===== config.mk =====
export PLATFORM = sky130hd
export DESIGN_NAME = wru_watchdog_reset_unit
export DESIGN_NICKNAME = d
export VERILOG_FILES = /design/src/wru_pkg.sv /design/src/wru_watchdog_reset_unit.sv
export VERILOG_INCLUDE_DIRS = /design/src
export SDC_FILE = /design/constraint.sdc
export NUM_CORES = 1
export LEC_CHECK = 0
export BUFFER_PORTS_ARGS = -buffer_cell sky130_fd_sc_hd__buf_2
export CAP_MARGIN = 25
export CORE_ASPECT_RATIO = 0.5
export CORE_MARGIN = 3
export CORE_UTILIZATION = 57
export DETAILED_ROUTE_END_ITERATION = 8
export GPL_TIMING_DRIVEN = 0
export PLACE_DENSITY_LB_ADDON = 0.1
export SKIP_LAST_GASP = 1
export SYNTH_ARGS = -nofsm -noshare
export SYNTH_HDL_FRONTEND = slang
export SYNTH_SLANG_ARGS = --single-unit
export TNS_END_PERCENT = 100

===== constraint.sdc =====
create_clock -name clk -period 6.3 [get_ports clk]
set_clock_uncertainty 0.15 [all_clocks]
set_input_delay 0.315 -clock clk [delete_from_list [all_inputs] [get_ports clk]]
set_output_delay 0.315 -clock clk [all_outputs]
set_load 0.02 [all_outputs]

===== src/wru_defines.svh =====
`ifndef WRU_DEFINES_SVH
`define WRU_DEFINES_SVH

// ==========================================================
// Register indices and byte addresses
`define WRU_CAUSE_IDX 8'h35
`define WRU_CTRL_IDX 8'h36
`define WRU_CAUSE_ADDR {`WRU_CAUSE_IDX, 2'b00}
`define WRU_CTRL_ADDR {`WRU_CTRL_IDX, 2'b00}

// ==========================================================
// Reset cause bit positions
`define WRU_DBG_BIT 4
`define WRU_WDG_BIT 3
`define WRU_BOR_BIT 2
`define WRU_PIN_BIT 1
`define WRU_POR_BIT 0
`define WRU_CAUSE_RESET 8'h01

// ==========================================================
// Control register bit positions
`define WRU_UNLOCK_BIT 4
`define WRU_EN_BIT 3
`define WRU_PSEL_MSB 2

// ==========================================================
// Timing
`define WRU_UNLOCK_CYCLES 3'h4
`define WRU_BASE_TICKS 22'h004000
`define WRU_OSC_FREQ_MHZ 1
`define WRU_CLK_PERIOD_NS 50
`define WRU_BG_STARTUP_NS 70000
`define WRU_BG_CYCLES ((`WRU_BG_STARTUP_NS + `WRU_CLK_PERIOD_NS - 1) / `WRU_CLK_PERIOD_NS)
`define WRU_STARTUP_CYCLES 16

`endif


===== src/wru_pkg.sv =====
package wru_pkg;

   // ==========================================================
   // Control register layout
   typedef struct packed {
      logic [2:0] rsvd;
      logic wdogChangeUnlock;
      logic wdogEnableBit;
      logic [2:0] wdogPrescaleSel;
   } wru_ctrl_t;

   // ==========================================================
   // Reset cause layout
   typedef struct packed {
      logic [2:0] rsvd;
      logic debugResetFlag;
      logic wdogResetFlag;
      logic brownoutResetFlag;
      logic pinResetFlag;
      logic poweronResetFlag;
   } wru_cause_t;

endpackage : wru_pkg


===== src/wru_watchdog_reset_unit.sv =====
`timescale 1ns/1ps
`include "wru_defines.svh"

module wru_watchdog_reset_unit
   import wru_pkg::*;
#(
   parameter logic [21:0] BASE_TICKS = `WRU_BASE_TICKS,
   parameter int STARTUP_CYCLES = `WRU_STARTUP_CYCLES
)
(
   // Clock and reset
   input wire logic clk,
   input wire logic resetn,
   // Avalon-MM slave
   input wire logic [9:0] address,
   input wire logic read,
   input wire logic write,
   input wire logic [31:0] writedata,
   input wire logic [3:0] byteenable,
   output logic [31:0] readdata,
   output logic waitrequest,
   // Fuses
   input wire logic wdogAlwaysOnFuse,
   input wire logic [2:0] brownoutLevelFuse,
   // Asynchronous sources
   input wire logic wdogOscClk,
   input wire logic pinResetReq,
   input wire logic brownoutResetReq,
   input wire logic debugResetReq,
   // Same-clock inputs
   input wire logic wdogRestart,
   input wire logic comparatorBandgapSel,
   input wire logic converterEnable,
   // Outputs
   output logic wdogResetPulse,
   output logic startupHold,
   output logic bandgapOn,
   output logic bandgapReady
);

   // ==========================================================
   // Local constants
   localparam logic [10:0] BG_CYCLES = 11'(`WRU_BG_CYCLES);
   localparam logic [7:0] HOLD_LOAD = 8'(STARTUP_CYCLES);

   // ==========================================================
   // Declarations
   logic [3:0] asyncIn; // Raw pins
   logic [3:0] sync1_q; // First stage only
   logic [3:0] sync2_q; // Stable copies
   logic oscPrev_q; // Oscillator edge history
   logic oscTick; // One tick per oscillator period
   logic pinSync;
   logic borSync;
   logic dbgSync;
   logic ack_q; // Bus answer cycle
   logic [31:0] readdata_q;
   logic wrStrobe;
   logic wrCtrl;
   logic wrCause;
   wru_ctrl_t wd; // Write data as control
   logic startSeq;
   logic fuseTaken_q;
   logic level2_q; // Safety level two
   logic enable_q;
   logic [2:0] psel_q;
   logic [2:0] unlockCnt_q; // Change window
   logic enEff;
   logic [21:0] count_q;
   logic pulse_q;
   logic pulseDly_q;
   logic chipReset;
   logic [7:0] holdCnt_q;
   logic hold_q;
   logic [7:0] flags_q;
   logic [7:0] setMask;
   logic [7:0] clrMask;
   logic bgReq;
   logic bgOn_q;
   logic [10:0] bgCnt_q;
   logic bgReady_q;

   // ==========================================================
   // Functions
   // Register hit test
   function automatic logic isReg(input logic [9:0] a, input logic [9:0] r);
      return a == r;
   endfunction : isReg

   // Expiry length for a prescale code
   function automatic logic [21:0] expiryLimit(input logic [2:0] sel);
      return BASE_TICKS << sel;
   endfunction : expiryLimit

   // ==========================================================
   // Input synchronisers
   assign asyncIn = {debugResetReq, brownoutResetReq, pinResetReq, wdogOscClk};

   // Two flops per pin, first read only by second
   genvar gi;
   generate
      for (gi = 0; gi < 4; gi++)
      begin : g_sync
         always_ff @(posedge clk)
         begin
            if (!resetn)
            begin
               sync1_q[gi] <= 1'b0;
               sync2_q[gi] <= 1'b0;
            end
            else
            begin
               sync1_q[gi] <= asyncIn[gi];
               sync2_q[gi] <= sync1_q[gi];
            end
         end
      end
   endgenerate

   assign pinSync = sync2_q[1];
   assign borSync = sync2_q[2];
   assign dbgSync = sync2_q[3];

   // Oscillator edge detect on the stable copy
   always_ff @(posedge clk)
   begin
      if (!resetn)
         oscPrev_q <= 1'b0;
      else
         oscPrev_q <= sync2_q[0];
   end

   assign oscTick = sync2_q[0] && !oscPrev_q;

   // ==========================================================
   // Avalon-MM slave: one wait cycle per access
   assign waitrequest = (read || write) && !ack_q;
   assign readdata = readdata_q;
   assign wrStrobe = write && ack_q && byteenable[0];
   assign wrCtrl = wrStrobe && isReg(address, `WRU_CTRL_ADDR);
   assign wrCause = wrStrobe && isReg(address, `WRU_CAUSE_ADDR);
   assign wd = writedata[7:0];
   assign startSeq = wd.wdogChangeUnlock && wd.wdogEnableBit;

   // Answer strobe
   always_ff @(posedge clk)
   begin
      if (!resetn)
         ack_q <= 1'b0;
      else
         ack_q <= (read || write) && !ack_q;
   end

   // Read data captured as the answer begins
   always_ff @(posedge clk)
   begin
      if (!resetn)
         readdata_q <= 32'h0;
      else if (read && !ack_q)
      begin
         if (isReg(address, `WRU_CAUSE_ADDR))
            readdata_q <= {24'h0, 3'h0, flags_q[4:0]};
         else if (isReg(address, `WRU_CTRL_ADDR))
            readdata_q <= {24'h0, 3'h0, unlockCnt_q != 3'h0, enEff, psel_q};
         else
            // Unmapped reads as zero
            readdata_q <= 32'h0;
      end
   end

   // ==========================================================
   // Safety level from the fuse
   // fuse caught after reset release
   always_ff @(posedge clk)
   begin
      if (!resetn)
      begin
         fuseTaken_q <= 1'b0;
         level2_q <= 1'b0;
      end
      else if (!fuseTaken_q)
      begin
         fuseTaken_q <= 1'b1;
         level2_q <= wdogAlwaysOnFuse;
      end
   end

   assign enEff = enable_q || level2_q;

   // ==========================================================
   // Control register and change window
   // Level two ignores the stored enable, so a disable write has no effect
   always_ff @(posedge clk)
   begin
      if (!resetn || chipReset)
      begin
         enable_q <= 1'b0;
         psel_q <= 3'h0;
         unlockCnt_q <= 3'h0;
      end
      else if (wrCtrl && startSeq)
         unlockCnt_q <= `WRU_UNLOCK_CYCLES;
      else if (wrCtrl && unlockCnt_q != 3'h0 && !wd.wdogChangeUnlock)
      begin
         enable_q <= wd.wdogEnableBit;
         psel_q <= wd.wdogPrescaleSel;
         unlockCnt_q <= 3'h0;
      end
      else
      begin
         if (wrCtrl && wd.wdogEnableBit)
            enable_q <= 1'b1;
         if (unlockCnt_q != 3'h0)
            unlockCnt_q <= unlockCnt_q - 3'h1;
      end
   end

   // ==========================================================
   // Watchdog counter
   // clear on restart, disable, reset
   always_ff @(posedge clk)
   begin
      if (!resetn || chipReset || wdogRestart || !enEff)
      begin
         count_q <= 22'h0;
         pulse_q <= 1'b0;
      end
      else if (oscTick)
      begin
         if (count_q >= expiryLimit(psel_q) - 22'h1)
         begin
            count_q <= 22'h0;
            pulse_q <= 1'b1;
         end
         else
         begin
            count_q <= count_q + 22'h1;
            pulse_q <= 1'b0;
         end
      end
      else
         pulse_q <= 1'b0;
   end

   assign wdogResetPulse = pulse_q;
   assign chipReset = pulse_q || pinSync || borSync || dbgSync;

   // ==========================================================
   // Start-up delay after the watchdog pulse
   always_ff @(posedge clk)
   begin
      if (!resetn)
         pulseDly_q <= 1'b0;
      else
         pulseDly_q <= pulse_q;
   end

   always_ff @(posedge clk)
   begin
      if (!resetn)
      begin
         holdCnt_q <= 8'h0;
         hold_q <= 1'b0;
      end
      else if (pulseDly_q && !pulse_q)
      begin
         holdCnt_q <= HOLD_LOAD;
         hold_q <= 1'b1;
      end
      else if (holdCnt_q != 8'h0)
      begin
         holdCnt_q <= holdCnt_q - 8'h1;
         hold_q <= holdCnt_q != 8'h1;
      end
      else
         hold_q <= 1'b0;
   end

   assign startupHold = hold_q;

   // ==========================================================
   // Reset cause flags; a set wins over a clear in the same cycle
   assign setMask = {3'h0, dbgSync, pulse_q, borSync, pinSync, 1'b0};
   assign clrMask = wrCause ? {3'h7, ~writedata[4:0]} : 8'h0;

   always_ff @(posedge clk)
   begin
      if (!resetn)
         flags_q <= `WRU_CAUSE_RESET;
      else
         flags_q <= (flags_q & ~clrMask) | setMask;
   end

   // ==========================================================
   // Bandgap reference enable and start-up timer
   // any of three requests
   assign bgReq = (brownoutLevelFuse != 3'h7) || comparatorBandgapSel || converterEnable;

   always_ff @(posedge clk)
   begin
      if (!resetn)
         bgOn_q <= 1'b0;
      else
         bgOn_q <= bgReq;
   end

   // Ready flag helps software honour the start-up wait
   // start-up wait counted
   always_ff @(posedge clk)
   begin
      if (!resetn || !bgOn_q)
      begin
         bgCnt_q <= 11'h0;
         bgReady_q <= 1'b0;
      end
      else if (bgCnt_q < BG_CYCLES)
         bgCnt_q <= bgCnt_q + 11'h1;
      else
         bgReady_q <= 1'b1;
   end

   assign bandgapOn = bgOn_q;
   assign bandgapReady = bgReady_q;
endmodule : wru_watchdog_reset_unit


## Word level (Yosys, flattened, before mapping)

Index checks and enable logic that the tools add are counted.

| word-level totals | value |
|---|---|
| bits in registers | 105 |
| input bits | 61 |
| output and inout port bits | 37 |
| logic and storage cells | 102 |

| operators by class | value |
|---|---|
| add/sub/neg operators | 5 |
| magnitude comparators | 2 |
| eq/ne operators | 4 |
| shifts and indexed selects | 1 |
| muxes and demuxes | 15 |
| bitwise operators | 7 |
| reductions and logical operators | 41 |

Operator list:

| kind | count |
|---|---|
| 22-bit by 1-bit adder with 22-bit output (second input constant) | 1 |
| 22-bit >= comparator | 1 |
| 22-bit 2-to-1 mux | 1 |
| 15-bit by 3-bit left shift with 22-bit output (first input constant) | 1 |
| 22-bit by 1-bit subtractor with 22-bit output (second input constant) | 1 |
| 10-bit by 8-bit == test with 1-bit output (second input constant) | 2 |
| 5-bit 2-to-1 mux | 4 |
| 1-bit logical AND | 13 |
| 11-bit by 1-bit adder with 11-bit output (second input constant) | 1 |
| 1-bit logical OR | 11 |
| 11-bit < comparator (second input constant) | 1 |
| 3-bit 2-to-1 mux | 3 |
| 8-bit bitwise AND | 1 |
| 8-bit 2-to-1 mux | 1 |
| 8-bit by 1-bit inequality test with 1-bit output (second input constant) | 1 |
| 8-bit NOT | 1 |
| 8-bit by 5-bit OR with 8-bit output | 1 |
| 8-bit nonzero test | 1 |
| 8-bit by 1-bit subtractor with 8-bit output (second input constant) | 1 |
| 1-bit zero test | 7 |
| 1-bit 2-to-1 mux | 6 |
| 3-bit nonzero test | 2 |
| 5-bit NOT | 1 |
| 2-bit AND reduction | 2 |
| 6 further kinds | 10 |

## Depth between registers and ports, before layout

Gate-level depths: netlist of run 1.

| depth | value |
|---|---|
| depth in word-level cells | 7 |
| mapped depth | 8 |

## Least setup slack after synthesis of run 1

OpenSTA, ideal clock, no wires.

| path | value |
|---|---|
| kind | register to register |
| start point | register psel_q[2] |
| end point | register count_q[0] |
| data arrival time | 1914 ps |
| required time | 6018 ps |
| path slack | 4104 ps |
| cell stages (with the launch flop) | 9 |
| period minus slack after synthesis | 2196 ps |
| cell sequence | dfxtp_1 -> clkbuf_1 -> nand3_1 -> ha_1 -> nand4_1 -> or3_1 -> o21bai_2 -> buf_2 -> nor3_1 |

| between the ends | value |
|---|---|
| cells in the longest elaborated chain, start to end | 4 |

Ends and longest elaborated chain:

| what | line | RTL |
|---|---|---|
| start, declared | wru_watchdog_reset_unit.sv:66 | `logic [2:0] psel_q;` |
| start signal, assigned | wru_watchdog_reset_unit.sv:206 | `psel_q <= wd.wdogPrescaleSel;` |
| 15-bit by 3-bit left shift with 22-bit output | wru_watchdog_reset_unit.sv:92 | `return BASE_TICKS << sel;` |
| 22-bit by 1-bit subtractor with 22-bit output | wru_watchdog_reset_unit.sv:230 | `if (count_q >= expiryLimit(psel_q) - 22'h1)` |
| 22-bit >= comparator | wru_watchdog_reset_unit.sv:230 |  |
| 22-bit 2-to-1 mux | wru_watchdog_reset_unit.sv:230 |  |
| end signal, assigned | wru_watchdog_reset_unit.sv:237 | `count_q <= count_q + 22'h1;` |
| end, declared | wru_watchdog_reset_unit.sv:69 | `logic [21:0] count_q;` |

No other way between the ends.
A chain may end at the register's enable or synchronous reset.

## Worst setup path in the final report of run 1

| path | value |
|---|---|
| start point | register psel_q[2] |
| end point | register count_q[1] |

Same word-level chain as after synthesis.

==> results of run 1 <==
==> flip-flops by register name, indices dropped and copies added (netlist names), 3 cells and up <==
signal       count
flags_q          5
count_q         22
readdata         5
holdCnt_q        8
unlockCnt_q      3
sync1_q          4
bgCnt_q         11
psel_q           3
==> cell families (layout without fill, tap and decap cells) <==
group | count (synthesis) | after routing | synth area share (%)
compound gates | 83 | 83 | 13.9
xor+xnor | 20 | 20 | 4.76
fa+ha+maj | 14 | 14 | 4.76
buf+inv | 52 | 107 | 8.30
flops | 75 | 75 | 40.8
mux | 3 | 3 | 0.816
other cells | 2 | 28 | 0.204
simple gates | 173 | 173 | 26.5
==> cell usage after synthesis (all sizes together) (2+ instances only) <==
library cell,n
dfxtp,75
buf,29
a21oi,27
nor2,27
nand2,26
nand3,24
o21ai,23
nor3,20
ha,14
inv,14
xnor2,14
and2,12
a211oi,11
nand4,11
or3,10
clkbuf,9
or4,9
nor2b,6
nor4,6
xor2,6
a21o,5
o31ai,5
nand3b,4
nand4b,4
and4,3
mux2i,3
nor3b,3
a21boi,2
a31oi,2
and3,2
conb,2
nand2b,2
==> placed cells by master, fill, tap and decap left out, types with 2 or more instances in the layout <==
master / count
nor2_1: 27
buf_4: 27
clkbuf_1: 11
nor3_1: 20
ha_1: 14
buf_2: 41
or4_1: 6
xor2_1: 6
a21o_1: 5
a211oi_1: 11
nand2b_1: 2
nand3_1: 24
a31oi_1: 2
or4_4: 3
nor2b_1: 6
mux2i_1: 3
conb_1: 28
nand2_1: 25
clkbuf_8: 2
and4_1: 3
a21boi_0: 2
a21oi_1: 27
nor3b_1: 3
clkbuf_16: 9
or3_1: 8
and2_1: 12
o31ai_1: 5
xnor2_1: 14
nand3b_1: 3
and3_1: 2
o21ai_0: 23
inv_1: 14
or3_2: 2
nor4_1: 6
nand4b_1: 4
nand4_1: 11
dfxtp_1: 75
==> metrics by stage <==
step	power (uW)	std cells	area [sq um]	util [%]	setup slack, ns
after floorplan	696	448	3780	-	4.10
after global placement	734	572	4080	69.8	3.76
after global routing	1300	587	4380	74.8	3.51
after detailed placement	739	572	4080	69.8	3.68
final	1240	587	4380	74.8	3.63
after CTS	1250	587	4380	74.8	3.62
==> path summary, 6_finish.rpt <==
| check | startpoint | endpoint | slack, ns | cells past startpoint |
|---|---|---|---|---|
| min reg2reg | sync1_q[2] | borSync | 0.28 | 1 |
| max reg2reg | psel_q[2] | count_q[1] | 3.63 | 8 |
| min | debugResetReq | sync1_q[3] | 0.03 | 2 |
| max | psel_q[2] | count_q[1] | 3.63 | 8 |
==> area by class of cell <==
type	count	area, sq um
multi-input combinational	321	1970
sequential	75	1500
fill	492	1470
clock buffer	13	260
buffer	38	253
timing repair buffer	40	200
tap	84	105
inverter	14	52.6
clock inverter	2	35.0
==> power breakdown <==
group          internal [uW]  switching [uW]
Sequential               506            27.8
Combinational           89.5             110
Clock                    325             181
Total                    921             318
==> critical path: stages (launching register included) <==
cell,delay [ns]
dfxtp_1,0.30
clkbuf_1,0.29
o21ai_0,0.20
ha_1,0.32
nand4_1,0.14
or3_1,0.43
o21bai_2,0.31
buf_2,0.32
nor3_1,0.08
==> per-layer routing <==
metal	up-vias	GRT usage [%]
met5	-	0
met4	0	5.85
li1	1624	-
met2	134	32.5
met3	13	7.59
met1	1447	27.4
==> metrics.csv, run 1 <==
stage,metric,value,unit
status,status,finished clean,
logic_synthesis,synth_warnings,0,
detailed_routing,first_pass_iters,4,
logic_synthesis,synth_area_leaders,"dfxtp_1 41%, buf_4 5.5%, ha_1 4.8%",
global_routing,track_usage,20.9,%
detailed_routing,wl_per_cell,12.9,microns
worst_setup_path,cp_max_fo,10,
logic_synthesis,yosysUniqueCellTypes,50,
floorplan,ioPinCount,98,
floorplan,die_x,120,microns
sta,setup_tns,0,ns
logic_synthesis,synth_async_sr_flop_share,0,%
sta,rsz0062_at_grt,no,
detailed_routing,wl_met3,677,microns
layout,nNetsFinal,574,
floorplan,initial_core_util,62.9,%
logic_synthesis,syn_avg_cell_area,8.72,sq um
logic_synthesis,synth_top_area_share,40.8,%
logic_synthesis,synth-seq-cells,75,
sta,worstMarginPinSlew,0.815,ns
clocking,clk_latency,0.33,ns
sta,holdWs,0.0345,ns
clocking,htree_levels,3,
min_path,hp-class,input port to register,
detailed_routing,drtIter0Drc,180,
worst_setup_path,cp.required,6.35,ns
clocking,clockBufferDepth,2,
detailed_routing,routed.top_layer,met4,
sta,finalCritPeriodShare,42.4,%
job,maxCapViolCount,0,
detailed_routing,vias_per_cell,5.48,
pwr,p_leak,0.00169,uW
logic_synthesis,seq_area_frac_synth,40.8,%
layout,diodes,0,
logic_synthesis,yosysTopAreaCell,dfxtp_1,
detailed_routing,routed_wl,7.54,mm
place,place_congestion,0.831,
sta,hold_viol,0,
global_routing,grt_max_degree,12,
pwr,peakVddDrop,195,uV
worst_setup_path,crit_arrival,2.72,ns
clocking,cts_hold_buf,0,
detailed_routing,vias,3218,
global_routing,antenna_found_initial,0,
detailed_routing,wl_met1,3.62,mm
sta,finalSetupViolCount,0,
global_routing,grt_pass1_wl,13.0,mm
floorplan,dieArea,7510,sq um
floorplan,die_h,62.8,microns
detailed_routing,route.detailed.drc,0,
clocking,cts_setup_buffers,0,
global_routing,overflow,0,
clocking,cts_resized,0,
clocking,cts.sinks,75,
sta,slew_headroom,45.6,%
detailed_routing,route.met2.wl,3.15,mm
clocking,cts_tree,done,
sta,max_freq,0.374,GHz
global_routing,grt_pass1_vias,2868,
pwr,powerDensity,283,nW/um^2
logic_synthesis,synthFlopType,dfxtp_1,
clocking,cts_buffers,9,
detailed_routing,ant_nets,0,
worst_setup_path,critPathLaunchType,register,
sta,period_minus_slack,2.67,ns
worst_setup_path,crit_type,register to register,
clocking,clockRootBuffer,clkbuf_16,
sta,slew_viol_final,0,
place,port_buffers,40,
layout,drive_above_1_share,18.3,%
floorplan,rows,19,
layout,area_delta_synth_final,19.0,%
logic_synthesis,synth_edf_count,0,
worst_setup_path,cp-end-kind,register,
floorplan,core,5850,sq um
logic_synthesis,syn_inst,422,
logic_synthesis,syn_area,3680,sq um
clocking,cts.clk_slew.worst_paths,0.05,ns
place,hpwl,5.32,mm
(Power assumes the default switching activity.)
==> inputs of run 2 (changes only) <==
--- a/config.mk
+++ b/config.mk
@@ -10,7 +10,7 @@
 export CAP_MARGIN = 25
 export CORE_ASPECT_RATIO = 0.5
 export CORE_MARGIN = 3
-export CORE_UTILIZATION = 57
+export CORE_UTILIZATION = 48
 export DETAILED_ROUTE_END_ITERATION = 8
 export GPL_TIMING_DRIVEN = 0
 export PLACE_DENSITY_LB_ADDON = 0.1
==> constraint.sdc (replaced) <==
create_clock -name clk -period 2.2 [get_ports clk]
set_clock_uncertainty 0.15 [all_clocks]
set_input_delay 0.11 -clock clk [delete_from_list [all_inputs] [get_ports clk]]
set_output_delay 0.11 -clock clk [all_outputs]
set_load 0.02 [all_outputs]
==> run 2 against run 1 <==
  * Non-clock buffer count up 27
  * Global-route usage down 2.5 points
  * Sequential share of layout area down 2.0 points
  * Setup slack worse by 3.6 ns
  * Clock power rose to 2.8 times the previous value
  * Routed wire length up 2.9%
  * Critical path type unchanged
  * Largest power group unchanged
  * Highest routed layer unchanged
==> metrics.csv, run 2 (same netlist as run 1, synthesis figures left out) <==
stage,metric,value,unit,change
status,status,finished clean,,
job,maxCapViolCount,0,,unchanged
pwr,p_leak,0.00184,uW,+8.7%
sta,period_minus_slack,2.17,ns,-0.500 ns
sta,holdWs,0.0411,ns,+0.00665 ns
min_path,whs_endpoint,readdata[2],,
floorplan,dieArea,8810,sq um,+17%
detailed_routing,wl_per_cell,12.5,microns,-3.0%
place,place_congestion,0.796,,-4.1%
global_routing,grt_pass1_vias,2660,,-7.3%
sta,hold_viol,0,,unchanged
layout,stdcell_count,623,,+6.1%
detailed_routing,ant_nets,0,,unchanged
clocking,clockBufferDepth,2,,unchanged
layout,fill_cells,603,,+23%
layout,diodes,0,,unchanged
global_routing,overflow,0,,unchanged
worst_setup_path,r2r_end,count_q[14],,
global_routing,grt_pass1_wl,12.5,mm,-3.7%
worst_setup_path,cp_max_fo,5,,-5
min_path,hold_start,read,,
global_routing,grt_max_degree,12,,unchanged
floorplan,core,7040,sq um,+20%
floorplan,initial_core_util,52.2,%,-11 points
layout,nNetsFinal,601,,+4.7%
floorplan,die_h,67.9,microns,+8.1%
worst_setup_path,crit_type,register to register,,
place,dp_cells,580,,+1.4%
global_routing,antenna_found_initial,0,,unchanged
worst_setup_path,reg2regPathDepth,6,,-2
sta,finalCritPeriodShare,98.8,%,+56 points
clocking,htree_levels,3,,unchanged
layout,drive_above_1_share,22.8,%,+4.5 points
layout,max_flop_register,count_q,,
sta,slew_viol_final,0,,unchanged
detailed_routing,routed_wl,7.77,mm,+2.9%
worst_setup_path,cp-end-kind,register,,
layout,mostFrequentLayoutCell,dfxtp_1,,
detailed_routing,vias_per_cell,5.11,,-6.8%
clocking,cts_buffers,9,,unchanged
global_routing,track_usage,18.4,%,-2.5 points
layout,regArea,1520,sq um,+1.3%
place,hpwl,5.35,mm,+0.69%
detailed_routing,drtIter0Drc,137,,-24%
sta,finalSetupViolCount,0,,unchanged
min_path,holdPathStages,4,,+2
layout,top_regs,"count_q: 22 flops, bgCnt_q: 11 flops, holdCnt_q: 8 flops",,
floorplan,ioPinCount,98,,unchanged
layout,largest_register_ff_count,22,,unchanged
layout,mostFrequentLayoutCells,"67 x dfxtp_1, 42 x buf_2, 38 x buf_4",,
clocking,cts_tree,done,,
clocking,clockRootBuffer,clkbuf_16,,
layout,multi_input_area,2030,sq um,+2.9%
worst_setup_path,r2r_start,count_q[7],,
clocking,cts.sinks,75,,unchanged
min_path,hp-class,input port to register,,
sta,worstMarginPinSlew,0.563,ns,-0.252 ns
clocking,cts.clk_slew.worst_paths,0.06,ns,about the same
sta,max_freq,0.460,GHz,+23%
worst_setup_path,crit_arrival,2.28,ns,-0.44 ns
layout,area_delta_synth_final,28.1,%,
worst_setup_path,reg2reg_slack,0.03,ns,-3.60 ns
detailed_routing,route.detailed.drc,0,,unchanged
detailed_routing,vias,3183,,-1.1%
detailed_routing,first_pass_iters,5,,+1
pwr,powerDensity,754,nW/um^2,+170%
place,port_buffers,40,,unchanged
floorplan,rows,21,,+2
worst_setup_path,cp.required,2.30,ns,-4.05 ns
clocking,clk_latency,0.34,ns,about the same
sta,slew_headroom,61.9,%,+16 points
worst_setup_path,critPathLaunchType,register,,
pwr,peakVddDrop,509,uV,+160%
floorplan,die_x,130,microns,+8.5%
[run 2: cell type report]
cell class | instances | share of cell area (%)
Multi-Input combinational cell | 321 | 43.0
Sequential cell | 75 | 32.3
Timing Repair Buffer | 68 | 9.53
Buffer | 37 | 5.52
Clock buffer | 14 | 5.39
Tap cell | 92 | 2.44
Inverter | 14 | 1.11
Clock inverter | 2 | 0.743
[run 2: worst max-delay path by stage]
stage	from	end	slack, ns	depth (start not counted)
after global routing	count_q[7]	count_q[20]	-0.05	6
after detailed placement	psel_q[2]	count_q[1]	-0.38	8
after global placement	psel_q[2]	count_q[1]	-0.37	8
after floorplan	psel_q[2]	count_q[0]	0.004	8
after CTS	psel_q[2]	count_q[1]	0.01	7
final	count_q[7]	count_q[14]	0.03	6
[run 2: metrics by stage]
step	setup TNS [ns]	util [%]	worst slack [ns]	power, uW	cell area (sq um)
CTS	0	64.8	0.0141	3570	4560
finish	0	66.9	0.0258	3550	4710
global placement	-6.46	58.1	-0.371	2110	4090
global route	-0.135	66.9	-0.0474	3730	4710
detailed placement	-6.48	58.1	-0.384	2110	4090
floorplan	0	-	0.00446	1990	3780
[run 2: per-layer routing]
layer	vias to the layer above	wire length, microns	global-route usage (%)
met2	95	3280	27.4
met5	-	0	0
met3	9	541	7.09
li1	1676	-	-
met4	0	57	6.09
met1	1403	3890	24.5
[run 2: timing repair]
action | CTS | global route
resized for setup | 12 | 19
endpoints found under the setup margin | 22 | 22
setup buffers | 1 | 10
cloned | 0 | 2
endpoints found under the hold margin | 18 | 0
pin swaps | 1 | 8
hold buffers | 15 | 0
[run 2: where the power goes]
part / internal [uW] / switching, uW / leakage (uW)
combinational: 277 / 312 / 0.00108
sequential: 1440 / 76.5 / 0.000615
clock: 909 / 535 / 0.000141
[run 2: critical path, stage by stage (launching register included)]
cell and delay, ns:
dfxtp_1 0.39, nand4_1 0.20, buf_4 0.19, or4_4 0.45, buf_6 0.15, or3_1 0.34, a211oi_1 0.23
